===== src/rtl/mbw_pkg.sv =====
// Purpose: Constants for the multi-register write handler
// Assumes: Byte-wide request and response streams from a framing layer
// Notes: Register offsets are the Modbus register addresses
package mbw_pkg;
    // ------------------------------------------------------------
    // Function and exception codes, register count limits
    // ------------------------------------------------------------
    localparam logic [7:0] FUNC_WRITE_MULTI = 8'h10;
    localparam logic [7:0] FUNC_WRITE_MULTI_ERR = 8'h90;
    localparam logic [7:0] EXC_RUN_LOCKED = 8'h01;
    localparam logic [7:0] EXC_BAD_VALUE = 8'h03;
    localparam logic [7:0] EXC_BAD_ADDR = 8'h02;
    localparam logic [15:0] COUNT_MIN = 16'h0001;
    localparam logic [15:0] COUNT_MAX = 16'h0010;
    // ------------------------------------------------------------
    // Address map
    // ------------------------------------------------------------
    localparam logic [15:0] PARAM_LAST = 16'h6F63;
    localparam logic [15:0] VOLATILE_BASE = 16'h8000;
    localparam logic [15:0] CMD_FIRST = 16'h7000;
    localparam logic [15:0] CMD_LAST = 16'h71FF;
    localparam logic [15:0] REG_RUN_COMMAND_WORD = 16'h7000;
    localparam logic [15:0] REG_MAIN_CHANNEL_FREQ_SETPOINT = 16'h7001;
    localparam logic [15:0] REG_AUX_CHANNEL_FREQ_SETPOINT = 16'h7002;
    localparam logic [15:0] REG_TORQUE_SETPOINT = 16'h7003;
    localparam logic [15:0] REG_PROCESS_LOOP_SETPOINT = 16'h7004;
    localparam logic [15:0] REG_PROCESS_LOOP_FEEDBACK = 16'h7005;
    localparam logic [15:0] REG_SEPARATED_VOLTAGE_SETPOINT = 16'h7006;
    localparam logic [15:0] REG_UPPER_FREQ_LIMIT_SETPOINT = 16'h700A;
    localparam logic [15:0] CMD_RESET = 16'h0000;
    // ------------------------------------------------------------
    // Handler states
    // ------------------------------------------------------------
    typedef enum logic [3:0] {
        ST_FUNC = 4'h0,
        ST_ADDR_HI = 4'h1,
        ST_ADDR_LO = 4'h2,
        ST_CNT_HI = 4'h3,
        ST_CNT_LO = 4'h4,
        ST_BYTES = 4'h5,
        ST_VAL_HI = 4'h6,
        ST_VAL_LO = 4'h7,
        ST_CHECK = 4'h8,
        ST_WRITE = 4'h9,
        ST_REPLY = 4'hA
    } mbw_state_t;
endpackage


===== src/rtl/mbw_addr_decode.sv =====
// Purpose: Classify one register address of a write
// Assumes: Purely combinational, same clock as the caller
// Notes: Alias range strips the top bit and never saves
`timescale 1ns/1ps
module mbw_addr_decode (
    // Address in
    input wire logic [15:0] addr,
    // Classification
    output logic is_param,
    output logic is_volatile,
    output logic is_command,
    output logic [7:0] param_group,
    output logic [7:0] param_index
);
    wire logic [15:0] base_addr;
    // ------------------------------------------------------------
    // Decode
    // ------------------------------------------------------------
    assign is_volatile = addr[15]; // RULE_07
    assign base_addr = {1'b0, addr[14:0]}; // RULE_07
    assign is_param = (base_addr <= mbw_pkg::PARAM_LAST); // RULE_06
    assign is_command = !addr[15] && (addr >= mbw_pkg::CMD_FIRST) && (addr <= mbw_pkg::CMD_LAST);
    assign param_group = base_addr[15:8]; // RULE_06
    assign param_index = base_addr[7:0]; // RULE_06
endmodule


===== src/rtl/mbw_handler.sv =====
// Purpose: Slave handler for the write multiple registers request
// Assumes: Framing layer delivers request bytes and takes response bytes
// Notes: Whole request is buffered and its counts and address checked before any write; the run lock is checked at each write
//
// Overview of operation
// RULE_01 - Function 0x10 writes 1 to 16 contiguous registers from the start address.
// RULE_02 - Values arrive high byte first; byte count must be twice register count.
// RULE_03 - Good write answers function, start address and count, no data echo.
// RULE_04 - Failed write answers 0x90 then a one-byte exception code.
// RULE_05 - Master should avoid this function for often changed parameters.
// RULE_06 - Parameter address: high byte is group, low byte is index.
// RULE_07 - Address plus 8000H applies at once and is never saved.
// RULE_08 - Run-locked parameters are refused with exception 1 while running.
// RULE_09 - Bad count or byte count writes nothing and answers an exception.
`timescale 1ns/1ps
module mbw_handler (
    // Clock and reset
    input wire logic clock,
    input wire logic rst,
    // Request byte stream
    input wire logic rx_valid,
    input wire logic [7:0] rx_byte,
    input wire logic rx_end,
    // Drive state
    input wire logic drive_running,
    input wire logic run_locked,
    // Response byte stream
    output logic tx_valid,
    output logic [7:0] tx_byte,
    output logic tx_last,
    // Parameter write port
    output logic par_we,
    output logic par_save,
    output logic [7:0] par_group,
    output logic [7:0] par_index,
    output logic [15:0] par_data,
    output logic [15:0] par_addr,
    // Command area
    output logic [15:0] run_command_word,
    output logic [15:0] main_channel_freq_setpoint,
    output logic [15:0] aux_channel_freq_setpoint,
    output logic [15:0] torque_setpoint,
    output logic [15:0] process_loop_setpoint,
    output logic [15:0] process_loop_feedback,
    output logic [15:0] separated_voltage_setpoint,
    output logic [15:0] upper_freq_limit_setpoint,
    // Handler state
    output logic busy
);
    mbw_pkg::mbw_state_t st_q;
    logic [15:0] start_q, count_q, wr_addr_q;
    logic [7:0] bytes_q, exc_q, hi_q;
    logic [4:0] n_q;
    logic [4:0] w_q;
    logic [2:0] rsp_q;
    logic err_q, extra_q;
    logic [15:0] vals_q [0:15];
    logic [15:0] cmd_q [0:7];

    wire logic dec_param, dec_vol, dec_cmd;
    wire logic [7:0] dec_group, dec_index;
    wire logic count_ok, bytes_ok, lock_hit, addr_bad;
    wire logic [16:0] end_addr;

    // ------------------------------------------------------------
    // Checks
    // ------------------------------------------------------------
    assign count_ok = (count_q >= mbw_pkg::COUNT_MIN) && (count_q <= mbw_pkg::COUNT_MAX); // RULE_01
    assign bytes_ok = ({8'h00, bytes_q} == {count_q[14:0], 1'b0}); // RULE_02
    assign lock_hit = drive_running && run_locked && dec_param; // RULE_08
    assign end_addr = {1'b0, start_q} + {1'b0, count_q} - 17'h00001;
    assign addr_bad = end_addr[16];

    mbw_addr_decode u_dec (
        .addr(wr_addr_q),
        .is_param(dec_param),
        .is_volatile(dec_vol),
        .is_command(dec_cmd),
        .param_group(dec_group),
        .param_index(dec_index)
    );

    function automatic logic [2:0] cmd_slot(input logic [15:0] a);
        logic [2:0] s;
        s = 3'h7;
        if (a == mbw_pkg::REG_RUN_COMMAND_WORD) s = 3'h0;
        else if (a == mbw_pkg::REG_MAIN_CHANNEL_FREQ_SETPOINT) s = 3'h1;
        else if (a == mbw_pkg::REG_AUX_CHANNEL_FREQ_SETPOINT) s = 3'h2;
        else if (a == mbw_pkg::REG_TORQUE_SETPOINT) s = 3'h3;
        else if (a == mbw_pkg::REG_PROCESS_LOOP_SETPOINT) s = 3'h4;
        else if (a == mbw_pkg::REG_PROCESS_LOOP_FEEDBACK) s = 3'h5;
        else if (a == mbw_pkg::REG_SEPARATED_VOLTAGE_SETPOINT) s = 3'h6;
        return s;
    endfunction

    wire logic cmd_known;
    assign cmd_known = (cmd_slot(wr_addr_q) != 3'h7) || (wr_addr_q == mbw_pkg::REG_UPPER_FREQ_LIMIT_SETPOINT);
    wire logic [2:0] slot;
    assign slot = (wr_addr_q == mbw_pkg::REG_UPPER_FREQ_LIMIT_SETPOINT) ? 3'h7 : cmd_slot(wr_addr_q);

    assign run_command_word = cmd_q[0];
    assign main_channel_freq_setpoint = cmd_q[1];
    assign aux_channel_freq_setpoint = cmd_q[2];
    assign torque_setpoint = cmd_q[3];
    assign process_loop_setpoint = cmd_q[4];
    assign process_loop_feedback = cmd_q[5];
    assign separated_voltage_setpoint = cmd_q[6];
    assign upper_freq_limit_setpoint = cmd_q[7];

    // ------------------------------------------------------------
    // Request parse, check, write and reply
    // ------------------------------------------------------------
    always_ff @(posedge clock) begin
        tx_valid <= 1'b0;
        tx_last <= 1'b0;
        par_we <= 1'b0;
        if (rst) begin
            st_q <= mbw_pkg::ST_FUNC;
            start_q <= 16'h0000;
            count_q <= 16'h0000;
            wr_addr_q <= 16'h0000;
            bytes_q <= 8'h00;
            exc_q <= 8'h00;
            hi_q <= 8'h00;
            n_q <= 5'h00;
            w_q <= 5'h00;
            rsp_q <= 3'h0;
            err_q <= 1'b0;
            extra_q <= 1'b0;
            tx_byte <= 8'h00;
            par_save <= 1'b0;
            par_group <= 8'h00;
            par_index <= 8'h00;
            par_data <= 16'h0000;
            par_addr <= 16'h0000;
            busy <= 1'b0;
            for (int i = 0; i < 8; i++) begin
                cmd_q[i] <= mbw_pkg::CMD_RESET;
            end
        end else begin
            case (st_q)
                mbw_pkg::ST_FUNC: begin
                    busy <= 1'b0;
                    err_q <= 1'b0;
                    extra_q <= 1'b0;
                    n_q <= 5'h00;
                    if (rx_valid && rx_byte == mbw_pkg::FUNC_WRITE_MULTI) begin // RULE_01
                        st_q <= mbw_pkg::ST_ADDR_HI;
                        busy <= 1'b1;
                    end
                end
                mbw_pkg::ST_ADDR_HI: if (rx_valid) begin
                    start_q[15:8] <= rx_byte;
                    st_q <= mbw_pkg::ST_ADDR_LO;
                end
                mbw_pkg::ST_ADDR_LO: if (rx_valid) begin
                    start_q[7:0] <= rx_byte;
                    st_q <= mbw_pkg::ST_CNT_HI;
                end
                mbw_pkg::ST_CNT_HI: if (rx_valid) begin
                    count_q[15:8] <= rx_byte;
                    st_q <= mbw_pkg::ST_CNT_LO;
                end
                mbw_pkg::ST_CNT_LO: if (rx_valid) begin
                    count_q[7:0] <= rx_byte;
                    st_q <= mbw_pkg::ST_BYTES;
                end
                mbw_pkg::ST_BYTES: if (rx_valid) begin
                    bytes_q <= rx_byte;
                    st_q <= (rx_byte == 8'h00 || rx_end) ? mbw_pkg::ST_CHECK : mbw_pkg::ST_VAL_HI;
                end
                mbw_pkg::ST_VAL_HI: if (rx_valid) begin
                    hi_q <= rx_byte; // RULE_02
                    st_q <= mbw_pkg::ST_VAL_LO;
                end
                mbw_pkg::ST_VAL_LO: if (rx_valid) begin
                    if (n_q < 5'h10) begin
                        vals_q[n_q[3:0]] <= {hi_q, rx_byte}; // RULE_02
                    end else begin
                        extra_q <= 1'b1;
                    end
                    n_q <= n_q + 5'h01;
                    st_q <= rx_end ? mbw_pkg::ST_CHECK : mbw_pkg::ST_VAL_HI;
                end
                mbw_pkg::ST_CHECK: begin
                    w_q <= 5'h00;
                    wr_addr_q <= start_q;
                    if (!count_ok || !bytes_ok || extra_q || {11'h000, n_q} != count_q) begin // RULE_09
                        err_q <= 1'b1;
                        exc_q <= mbw_pkg::EXC_BAD_VALUE;
                        st_q <= mbw_pkg::ST_REPLY;
                    end else if (addr_bad) begin
                        err_q <= 1'b1;
                        exc_q <= mbw_pkg::EXC_BAD_ADDR;
                        st_q <= mbw_pkg::ST_REPLY;
                    end else begin
                        st_q <= mbw_pkg::ST_WRITE;
                    end
                    rsp_q <= 3'h0;
                end
                mbw_pkg::ST_WRITE: begin
                    if (lock_hit) begin // RULE_08
                        err_q <= 1'b1;
                        exc_q <= mbw_pkg::EXC_RUN_LOCKED;
                        st_q <= mbw_pkg::ST_REPLY;
                    end else begin
                        if (dec_cmd && cmd_known) begin
                            cmd_q[slot] <= vals_q[w_q[3:0]];
                        end else if (dec_param) begin
                            par_we <= 1'b1; // RULE_01
                            par_save <= !dec_vol; // RULE_07
                            par_group <= dec_group; // RULE_06
                            par_index <= dec_index; // RULE_06
                            par_addr <= wr_addr_q;
                            par_data <= vals_q[w_q[3:0]];
                        end
                        wr_addr_q <= wr_addr_q + 16'h0001; // RULE_01
                        w_q <= w_q + 5'h01;
                        if ({11'h000, w_q + 5'h01} == count_q) begin
                            st_q <= mbw_pkg::ST_REPLY;
                        end
                    end
                end
                mbw_pkg::ST_REPLY: begin
                    tx_valid <= 1'b1;
                    rsp_q <= rsp_q + 3'h1;
                    if (err_q) begin // RULE_04
                        tx_byte <= (rsp_q == 3'h0) ? mbw_pkg::FUNC_WRITE_MULTI_ERR : exc_q;
                        tx_last <= (rsp_q == 3'h1);
                        if (rsp_q == 3'h1) st_q <= mbw_pkg::ST_FUNC;
                    end else begin // RULE_03
                        case (rsp_q)
                            3'h0: tx_byte <= mbw_pkg::FUNC_WRITE_MULTI;
                            3'h1: tx_byte <= start_q[15:8];
                            3'h2: tx_byte <= start_q[7:0];
                            3'h3: tx_byte <= count_q[15:8];
                            default: tx_byte <= count_q[7:0];
                        endcase
                        tx_last <= (rsp_q == 3'h4);
                        if (rsp_q == 3'h4) st_q <= mbw_pkg::ST_FUNC;
                    end
                end
                default: st_q <= mbw_pkg::ST_FUNC;
            endcase
        end
    end
endmodule


===== config.mk =====
export PLATFORM = sky130hd
export DESIGN_NAME = mbw_handler
export DESIGN_NICKNAME = d
export VERILOG_FILES = /design/src/rtl/mbw_pkg.sv /design/src/rtl/mbw_addr_decode.sv /design/src/rtl/mbw_handler.sv
export SDC_FILE = /design/constraint.sdc
export NUM_CORES = 1
export LEC_CHECK = 0
export BUFFER_PORTS_ARGS = -buffer_cell sky130_fd_sc_hd__buf_4
export CAP_MARGIN = 30
export CORE_MARGIN = 2
export CORE_UTILIZATION = 41
export CTS_BUF_LIST = sky130_fd_sc_hd__clkbuf_8
export CTS_CLUSTER_SIZE = 16
export DETAILED_ROUTE_END_ITERATION = 8
export GPL_TIMING_DRIVEN = 0
export HOLD_SLACK_MARGIN = 0.03
export PLACE_DENSITY = 0.57
export SLEW_MARGIN = 20
export SYNTH_ARGS = -nofsm -noshare
export SYNTH_HDL_FRONTEND = slang
export SYNTH_HIERARCHICAL = 1
export SYNTH_SLANG_ARGS = --single-unit

===== constraint.sdc =====
create_clock -name clock -period 8.7 [get_ports clock]
set_input_delay 0.435 -clock clock [delete_from_list [all_inputs] [get_ports clock]]
set_output_delay 0.435 -clock clock [all_outputs]
set_load 0.005 [all_outputs]

[After elaboration in Yosys (flattened, before gate mapping)]
Memories as Yosys holds them, arrays and structs flattened. A register that Yosys moved wholly into a read port is not among the register bits.
Index checks and enable logic that the tools add are counted.
Cells by class
  reductions and logical operators: 38
  mux-type cells: 68
  bitwise gates (word level): 4
  add/sub/neg operators: 6
  order comparisons: 6
  eq/ne operators: 42
Operator list (number)
  $eq A16 B15 Y1 const B: 8
  $mux W4: 17
  $pmux W4 S11: 1
  $mux W8: 5
  $mux W16: 2
  $pmux W16 S2: 1
  $pmux W8 S4: 1
  $mux W1: 23
  $ne A2 B2 Y1 const B: 11
  $mux W3: 7
  $pmux W5 S2: 2
  $add A16 B16 Y17: 1
  $sub A17 B1 Y17 const B: 1
  $add A16 B1 Y16 const B: 1
  $eq A4 B3 Y1 const B: 4
  $eq A5 B16 Y1: 1
  $eq A8 B16 Y1: 1
  $ge A16 B1 Y1 const B: 1
  $ge A16 B15 Y1 const B: 1
  $le A16 B15 Y1 const B: 1
  $le A16 B5 Y1 const B: 1
  $ne A5 B16 Y1: 1
  $pmux W8 S2: 1
  $reduce_and A2 Y1: 8
  32 further kinds: 63
Storage, ports and cells
  input bits: 14
  memory bits (writable): 384
  flip-flop bits (word level): 151
  memories: 2
Memory list
  vals_q: depth 16, width 16, rd ports 1, clocked after memory_dff 1, wr ports 1, RTL line mbw_handler.sv:57  | logic [15:0] vals_q [0:15];
  cmd_q: depth 8, width 16, rd ports 8, clocked after memory_dff 0, wr ports 8, RTL line mbw_handler.sv:58  | logic [15:0] cmd_q [0:7];

[Depth between registers and ports, before layout]
Gate-level depths: netlist (run 1).
  depth in word-level cells: 18
  gate-level depth with buffers: 11
  depth with buffers taken out: 10

[Hierarchy]
The synthesis (run 1) kept the hierarchy.
Modules (own cells, without submodules)
  mbw_handler: cells an instance 1621, instances 1, seq. area each 14533.9 µm², area an instance 21882.2 µm²
  mbw_addr_decode: cells an instance 25, instances 1, seq. area each 0.0 µm², area an instance 185.2 µm²

[Least setup slack after synthesis (run 1)]
Ideal clock, no wire load.
  path kind: reg-to-reg
  from: register st_q[0]
  to: memory vals_q[2][0], enable pin
  path slack: 5613 ps
  stages on the path, launching flop included: 7
  data arrival time: 2678 ps
  setup time: 409 ps
  cells stage by stage: dfxtp_1 -> buf_1 -> nor2b_1 -> nand4_1 -> nor3_1 -> nand2_1 -> nor3_1
On the way
  cells in the longest elaborated chain, start to end: 4
Ends and longest elaborated chain
  start: declaration: RTL line mbw_handler.sv:50  | mbw_pkg::mbw_state_t st_q;
  start signal: assignment: RTL line mbw_handler.sv:118  | st_q <= mbw_pkg::ST_FUNC;
  start signal: assignment: RTL line mbw_handler.sv:148  | st_q <= mbw_pkg::ST_ADDR_HI;
  start signal: assignment: RTL line mbw_handler.sv:154  | st_q <= mbw_pkg::ST_ADDR_LO;
  $eq A4 B3 Y1: RTL line mbw_handler.sv:141  | case (st_q)
  $mux W1: RTL line mbw_handler.sv:141
  $mux W1: RTL line mbw_handler.sv:117  | if (rst) begin
  $mux W1 (not written as such): RTL line mbw_handler.sv:178  | vals_q[n_q[3:0]] <= {hi_q, rx_byte};
  end: declaration: RTL line mbw_handler.sv:57
Every way passes these cells.

==> results of run 1 <==
-- registers in the layout (all words and copies together), names as in the netlist, 2 cells and up, named ones only --
signal     count
bytes_q        8
cmd_q        128
count_q       16
exc_q          2
hi_q           8
n_q            5
par_addr      16
par_data      16
par_group      8
par_index      8
rsp_q          3
st_q           4
start_q       16
tx_byte        8
vals_q       256
w_q            5
wr_addr_q     16
-- worst max-delay path by stage --
stage          cells after the start  slack (ns)            end
3_5_place_dp                       9        4.74   cmd_q[5][14]
3_3_place_gp                       6        3.99  vals_q[0][15]
6_report                           9        4.74   cmd_q[5][14]
4_1_cts                            9        4.73   cmd_q[5][14]
2_1_floorplan                      6        5.61   vals_q[2][0]
5_1_grt                            9        4.47   cmd_q[5][14]
-- stage by stage --
stage | utilization, % | hold WS (ns)
2_1_floorplan | - | 0.441
5_1_grt | 49.6 | 0.0948
3_5_place_dp | 46.3 | 0.449
3_3_place_gp | 45.7 | 0.444
4_1_cts | 49.6 | 0.0483
6_report | 49.6 | 0.106
-- power by group --
part           internal, mW  total (mW)  switching (mW)
registers              2.74        2.76          0.0176
clock network          1.16        2.16           0.995
logic                0.0795       0.215           0.135
-- final cells by class --
| class | count | area, um^2 |
|---|---|---|
| inverter | 68 | 255 |
| multi-input combinational | 932 | 6800 |
| sequential | 534 | 14500 |
| buffer | 112 | 544 |
| clock inverter | 59 | 294 |
| timing repair buffer | 224 | 1760 |
| antenna | 1 | 2.50 |
| clock buffer | 106 | 1460 |
| tap | 696 | 871 |
| fill | 4718 | 27000 |
-- critical path, delay by kind of cell, from the launching register on --
kind	cells	cell delay, ns
AND/OR/NAND/NOR	5	1.63
AO/OA/AOI/OAI	3	0.98
buffers and inverters	1	0.37
flip-flops	1	0.60
-- kinds of logic after synthesis --
family | count (synthesis)
AND/OR/NAND/NOR | 523
buffers and inverters | 180
adder cells (fa/ha/maj) | 43
XOR/XNOR | 11
other | 1
flip-flops | 534
AO/OA/AOI/OAI | 175
multiplexers | 179
-- metal layers --
layer | track usage [%] | part of all wire, % | vias up
met1 | 29.1 | 43 | 7099
li1 | - | - | 6639
met3 | 3.86 | 7.5 | 84
met4 | 7.43 | 2.4 | 0
met5 | 0 | 0 | -
met2 | 33.7 | 47 | 584
-- layout by cell type, fill, tap and decap left out, types with 15 or more instances in the layout --
| cell | n |
|---|---|
| dfxtp_1 | 150 |
| inv_1 | 101 |
| ha_1 | 43 |
| clkbuf_8 | 106 |
| mux2_2 | 16 |
| buf_2 | 15 |
| mux2i_1 | 98 |
| nor2_1 | 270 |
| clkbuf_1 | 68 |
| mux4_2 | 64 |
| edfxtp_1 | 384 |
| a21oi_1 | 59 |
| buf_4 | 229 |
| nand2_1 | 106 |
| nand3_1 | 16 |
| or2_2 | 20 |
| o21ai_0 | 24 |
| nor3_1 | 18 |
==> run_results.csv, run 1 <==
group,metric,value,unit
run_status,outcome,"completed",
setup_path,critPathMaxStageDelay,0.61,ns
detailed_routing,num_vias,14400,
timing,tightestPinTransition,0.977,ns
min_path,min_path_cells,1,
clock_network,cts_resized,0,
die,die_w,236,um
global_routing,grt_pass1_wl,88.4,mm
synthesis,synth_fp_nets,1703,
global_routing,grt_max_degree,24,
synthesis,synth_xor_xnor_area_share,0.437,%
detailed_routing,vias_per_cell,5.27,
clock_network,clock_latency,0.67,ns
clock_network,cts.sinks,534,
detailed_routing,wl_per_cell,21.5,um
synthesis,synth.largest_area_cell,"edfxtp_1",
die,core_area,53500,um^2
synthesis,yosys.area_share.simple,10.6,%
setup_path,crit_type,"reg2reg",
die,start_util,41.3,%
detailed_routing,drtIter0Drc,1283,
setup_path,slowest_stage,"nand2_1",
synthesis,synth-seq-area-share,65.9,%
die,ioPinCount,203,
timing,max_freq,0.252,GHz
detailed_routing,drtPass1Iterations,8,
setup_path,worstPathRequired,8.99,ns
die,die-height,236,um
setup_path,cp-startpoint,"wr_addr_q[2]",
setup_path,crit_fanout,16,
synthesis,syn_inst,1646,
min_path,hp-class,"in2reg",
synthesis,synth_top_family_by_area,"multiplexers",
clock_network,cts_tree,"yes",
timing,report.final.slew_viol_count,0,
timing,slew_headroom,34.5,%
synthesis,synth_warnings,6,
synthesis,synth-adder-area-share,2.44,%
setup_path,path_cells,"o311ai_0, a211o_1, and3_1, nor2_2, nand4_4, nor4b_2, o211ai_1, clkbuf_1, nand2_1",
synthesis,postSynthAreaPerCell,13.4,um^2
detailed_routing,drc,0,
min_path,whs_endpoint,"vals_q[9][4]",
timing,fin_ws,4.74,ns
final_layout,area_growth,20.2,%
setup_path,r2r-end,"cmd_q[5][14]",
synthesis,netlist_top_cells_count,"384 x edfxtp_1, 282 x nor2_1, 150 x dfxtp_1",
clock_network,h-tree-depth,3,
timing,clock_skew,0.0270,ns
global_routing,track_usage,21.1,%
timing,fin_crit_sh,45.5,%
power_and_ir_drop,ir_drop,96.3,uV
clock_network,postCtsSetupRepairBufs,0,
run,maxCapViolCount,0,
setup_path,cp-end-kind,"flop",
synthesis,synthTopCellsByArea,"edfxtp_1 52%, dfxtp_1 14%, mux4_2 6.5%, nor2_1 4.8%, mux2i_1 4.4%",
place,dp.final_hpwl,40.9,mm
place,numPortBuffers,201,
place,post-place-cells,2566,
synthesis,synth_edf_count,384,
min_path,hold_start,"rx_byte[4]",
power_and_ir_drop,p_per_area,193,nW/um^2
timing,hold_viol_final,0,
power_and_ir_drop,power,5.13,mW
final_layout,drive_gt1_share,25.7,%
setup_path,rrSetupSlack,4.74,ns
clock_network,cts_hold_buf,0,
timing,post-route-min-period,3.96,ns
global_routing,grt_pass1_vias,14400,
clock_network,numCtsBuffers,90,
clock_network,cts_buffer_depth,3,
die,dieArea,55700,um^2
final_layout,fin_area,26500,um^2
synthesis,async_reset_ff_share,0,%
place,placed_area,24800,um^2
timing,setup_viol,0,
setup_path,arrival,4.26,ns
timing,timing.setup.tns,0,ns
synthesis,synth_compound_area_share,5.14,%
setup_path,startpoint_type,"flop",
synthesis,synth_most_common_cell,"edfxtp_1",
place,gp_congestion,0.868,
final_layout,instances_no_fill,2732,
global_routing,overflow,0,
synthesis,synth_flop_cell,"edfxtp_1",
detailed_routing,drt_wl_total,58.8,mm
power_and_ir_drop,p_leak,10.1,nW
synthesis,synthesis.area,22100,um^2
timing,rsz0062_at_grt,"no",
synthesis,synthMuxAreaShare,11.8,%
die,rows,85,
detailed_routing,final_antenna_net_count,0,
synthesis,synth_top_area_share,52.3,%
final_layout,final_nets,2019,
place,place_ws,4.74,ns
setup_path,ff2ff_path_depth,9,
global_routing,antenna_found_initial,1,
setup_path,reg2reg_from,"wr_addr_q[2]",
synthesis,ys_ff_latch,534,
synthesis,synth_cell_types,77,
clock_network,clk_pin_slew,0.06,ns
clock_network,root_buffer,"clkbuf_8",
No activity file was read; power rests on OpenSTA's default activity.
==> run 2, diff against run 1 <==
==> constraint.sdc (replaced) <==
create_clock -name clock -period 3.9 [get_ports clock]
set_input_delay 0.195 -clock clock [delete_from_list [all_inputs] [get_ports clock]]
set_output_delay 0.195 -clock clock [all_outputs]
set_load 0.005 [all_outputs]
==> run 2 against run 1 <==
  * Sequential power is 120% higher
  * Clock power is 120% higher
  * Highest routed layer unchanged
  * Non-clock buffer count is 10 higher
  * Largest cell class unchanged
  * Die area stayed put
  * Critical path depth stayed put
  * Combinational power is 130% higher
  * Critical endpoint is now cmd_q[4][8]
  * Register-to-register slack worse by 4.5 ns
  * Power is 120% higher
==> run_results.csv, run 2 (synthesized netlist as in run 1, its figures left out) <==
group,metric,value,unit
power_and_ir_drop,p_switching,2.56,mW
final_layout,fin_area,26600,um^2
place,placed_area,24800,um^2
detailed_routing,drtIter0Drc,1243,
final_layout,final_cell_mix,"384 x edfxtp_1, 270 x nor2_1, 229 x buf_4",
clock_network,clock_latency,0.67,ns
global_routing,overflow,0,
final_layout,largest_register_ffs,256,
detailed_routing,drt_wl_total,58.8,mm
die,rows,85,
timing,max_freq,0.274,GHz
min_path,whs_endpoint,"n_q[4]",
place,place_ws,-0.0642,ns
detailed_routing,drc,0,
setup_path,startpoint_type,"flop",
global_routing,antenna_found_initial,1,
timing,tightestPinTransition,1.05,ns
power_and_ir_drop,clkPwrFrac,42.0,%
detailed_routing,vias_per_cell,5.29,
setup_path,reg2reg_from,"wr_addr_q[4]",
timing,slew_headroom,30.3,%
final_layout,instances_no_fill,2742,
die,start_util,41.3,%
clock_network,numCtsBuffers,90,
global_routing,met1_usage,29.1,%
detailed_routing,wl_per_cell,21.4,um
global_routing,grtUsageMet2,33.7,%
die,die_w,236,um
die,dieArea,55700,um^2
setup_path,crit_fanout,16,
timing,rsz0062_at_grt,"no",
die,core_area,53500,um^2
place,numPortBuffers,201,
place,dp.final_hpwl,40.9,mm
detailed_routing,final_antenna_net_count,0,
min_path,hold_start,"rst",
die,die-height,236,um
global_routing,track_usage,21.1,%
setup_path,cp-startpoint,"wr_addr_q[4]",
clock_network,root_buffer,"clkbuf_8",
timing,fin_crit_sh,93.5,%
timing,fin_ws,0.254,ns
timing,post-route-min-period,3.65,ns
final_layout,final_nets,2029,
power_and_ir_drop,pwr-share-seq,53.7,%
setup_path,r2r-end,"cmd_q[4][8]",
run_status,outcome,"completed",
setup_path,crit_type,"reg2reg",
detailed_routing,drtPass1Iterations,8,
power_and_ir_drop,intPower,8.89,mW
place,post-place-cells,2566,
clock_network,cts_tree,"yes",
final_layout,final_common_cell,"edfxtp_1",
min_path,min_path_cells,4,
detailed_routing,num_vias,14500,
setup_path,cp-end-kind,"flop",
global_routing,grt_pass1_vias,14400,
global_routing,gr-max-usage-layer,"met2",
power_and_ir_drop,power_switching_share,22.4,%
global_routing,grt_max_degree,24,
clock_network,cts_buffer_depth,3,
run,maxCapViolCount,0,
clock_network,clk_pin_slew,0.06,ns
timing,clock_skew,0.0263,ns
power_and_ir_drop,p_per_area,430,nW/um^2
clock_network,cts.sinks,534,
timing,hold_viol_final,0,
die,ioPinCount,203,
global_routing,grt_pass1_wl,88.4,mm
timing,setup_viol,0,
power_and_ir_drop,pwr-share-comb,4.3,%
min_path,hp-class,"in2reg",
global_routing,met3_usage,3.79,%
final_layout,drive_gt1_share,26.0,%
power_and_ir_drop,ir_drop,215,uV
timing,report.final.slew_viol_count,0,
clock_network,h-tree-depth,3,
setup_path,worstPathRequired,4.18,ns
setup_path,rrSetupSlack,0.25,ns
place,gp_congestion,0.868,
setup_path,ff2ff_path_depth,9,
final_layout,area_growth,20.7,%
setup_path,arrival,3.92,ns
power_and_ir_drop,p_leak,10.2,nW
run 2: cell type report:
cell class / count / area, um^2
multi-input cells: 932 / 6820
fillers: 4717 / 26900
clock buffers: 106 / 1460
inverters: 68 / 255
well taps: 696 / 871
plain buffers: 112 / 544
clock inverters: 59 / 294
flip-flops and latches: 534 / 14500
diodes: 1 / 2.50
repair buffers: 234 / 1860
run 2: critical path: stages, from the launching register on:
cell and delay, ns:
dfxtp_1 0.58, o311ai_0 0.25, a211o_1 0.35, and3_1 0.34, nor2_2 0.20, nand4_4 0.14, nor2_1 0.20, nand3_1 0.31
clkbuf_1 0.33, nand2_1 0.55
run 2: layer usage:
metal  wire length (um)  part of all wire [%]
met5                  0                     0
met4               1400                   2.4
met3               4440                   7.5
met2              27600                    47
met1              25400                    43
run 2: how the worst max path moves through the flow:
stage	endpoint	slack, ns	depth (start not counted)
floorplan	vals_q[2][0]	0.81	6
global placement	vals_q[0][15]	-0.81	6
detailed placement	cmd_q[5][14]	-0.06	9
CTS	cmd_q[7][14]	0.03	9
global route	cmd_q[5][14]	0.02	9
finish	cmd_q[4][8]	0.25	9
run 2: through the flow:
step / power (mW) / TNS [ns] / utilization [%] / hold slack [ns]
2_1_floorplan: 6.51 / 0 / - / 0.294
3_3_place_gp: 6.73 / -51.16 / 45.7 / 0.444
3_5_place_dp: 6.74 / -1.02 / 46.3 / 0.449
4_1_cts: 11.5 / 0 / 49.8 / 0.0354
5_1_grt: 11.9 / 0 / 49.8 / 0.0986
6_report: 11.4 / 0 / 49.8 / 0.0851
run 2: timing repair:
item                                    4_1_cts  5_1_grt
pin swaps                                     0        0
resized for setup                             1        7
endpoints found under the setup margin       16      112
hold buffers                                 10        0
buffers inserted                              0        0
hold endpoints to repair                    173        0
run 2: power groups by stage:
stage                     combinational (mW)  clock, mW  sequential, mW
after global routing                   0.533       5.19            6.15
final                                  0.491       4.81            6.15
after floorplan                        0.258          0            6.25
after global placement                 0.465          0            6.26
after CTS                              0.487       4.91            6.15
after detailed placement               0.476          0            6.26
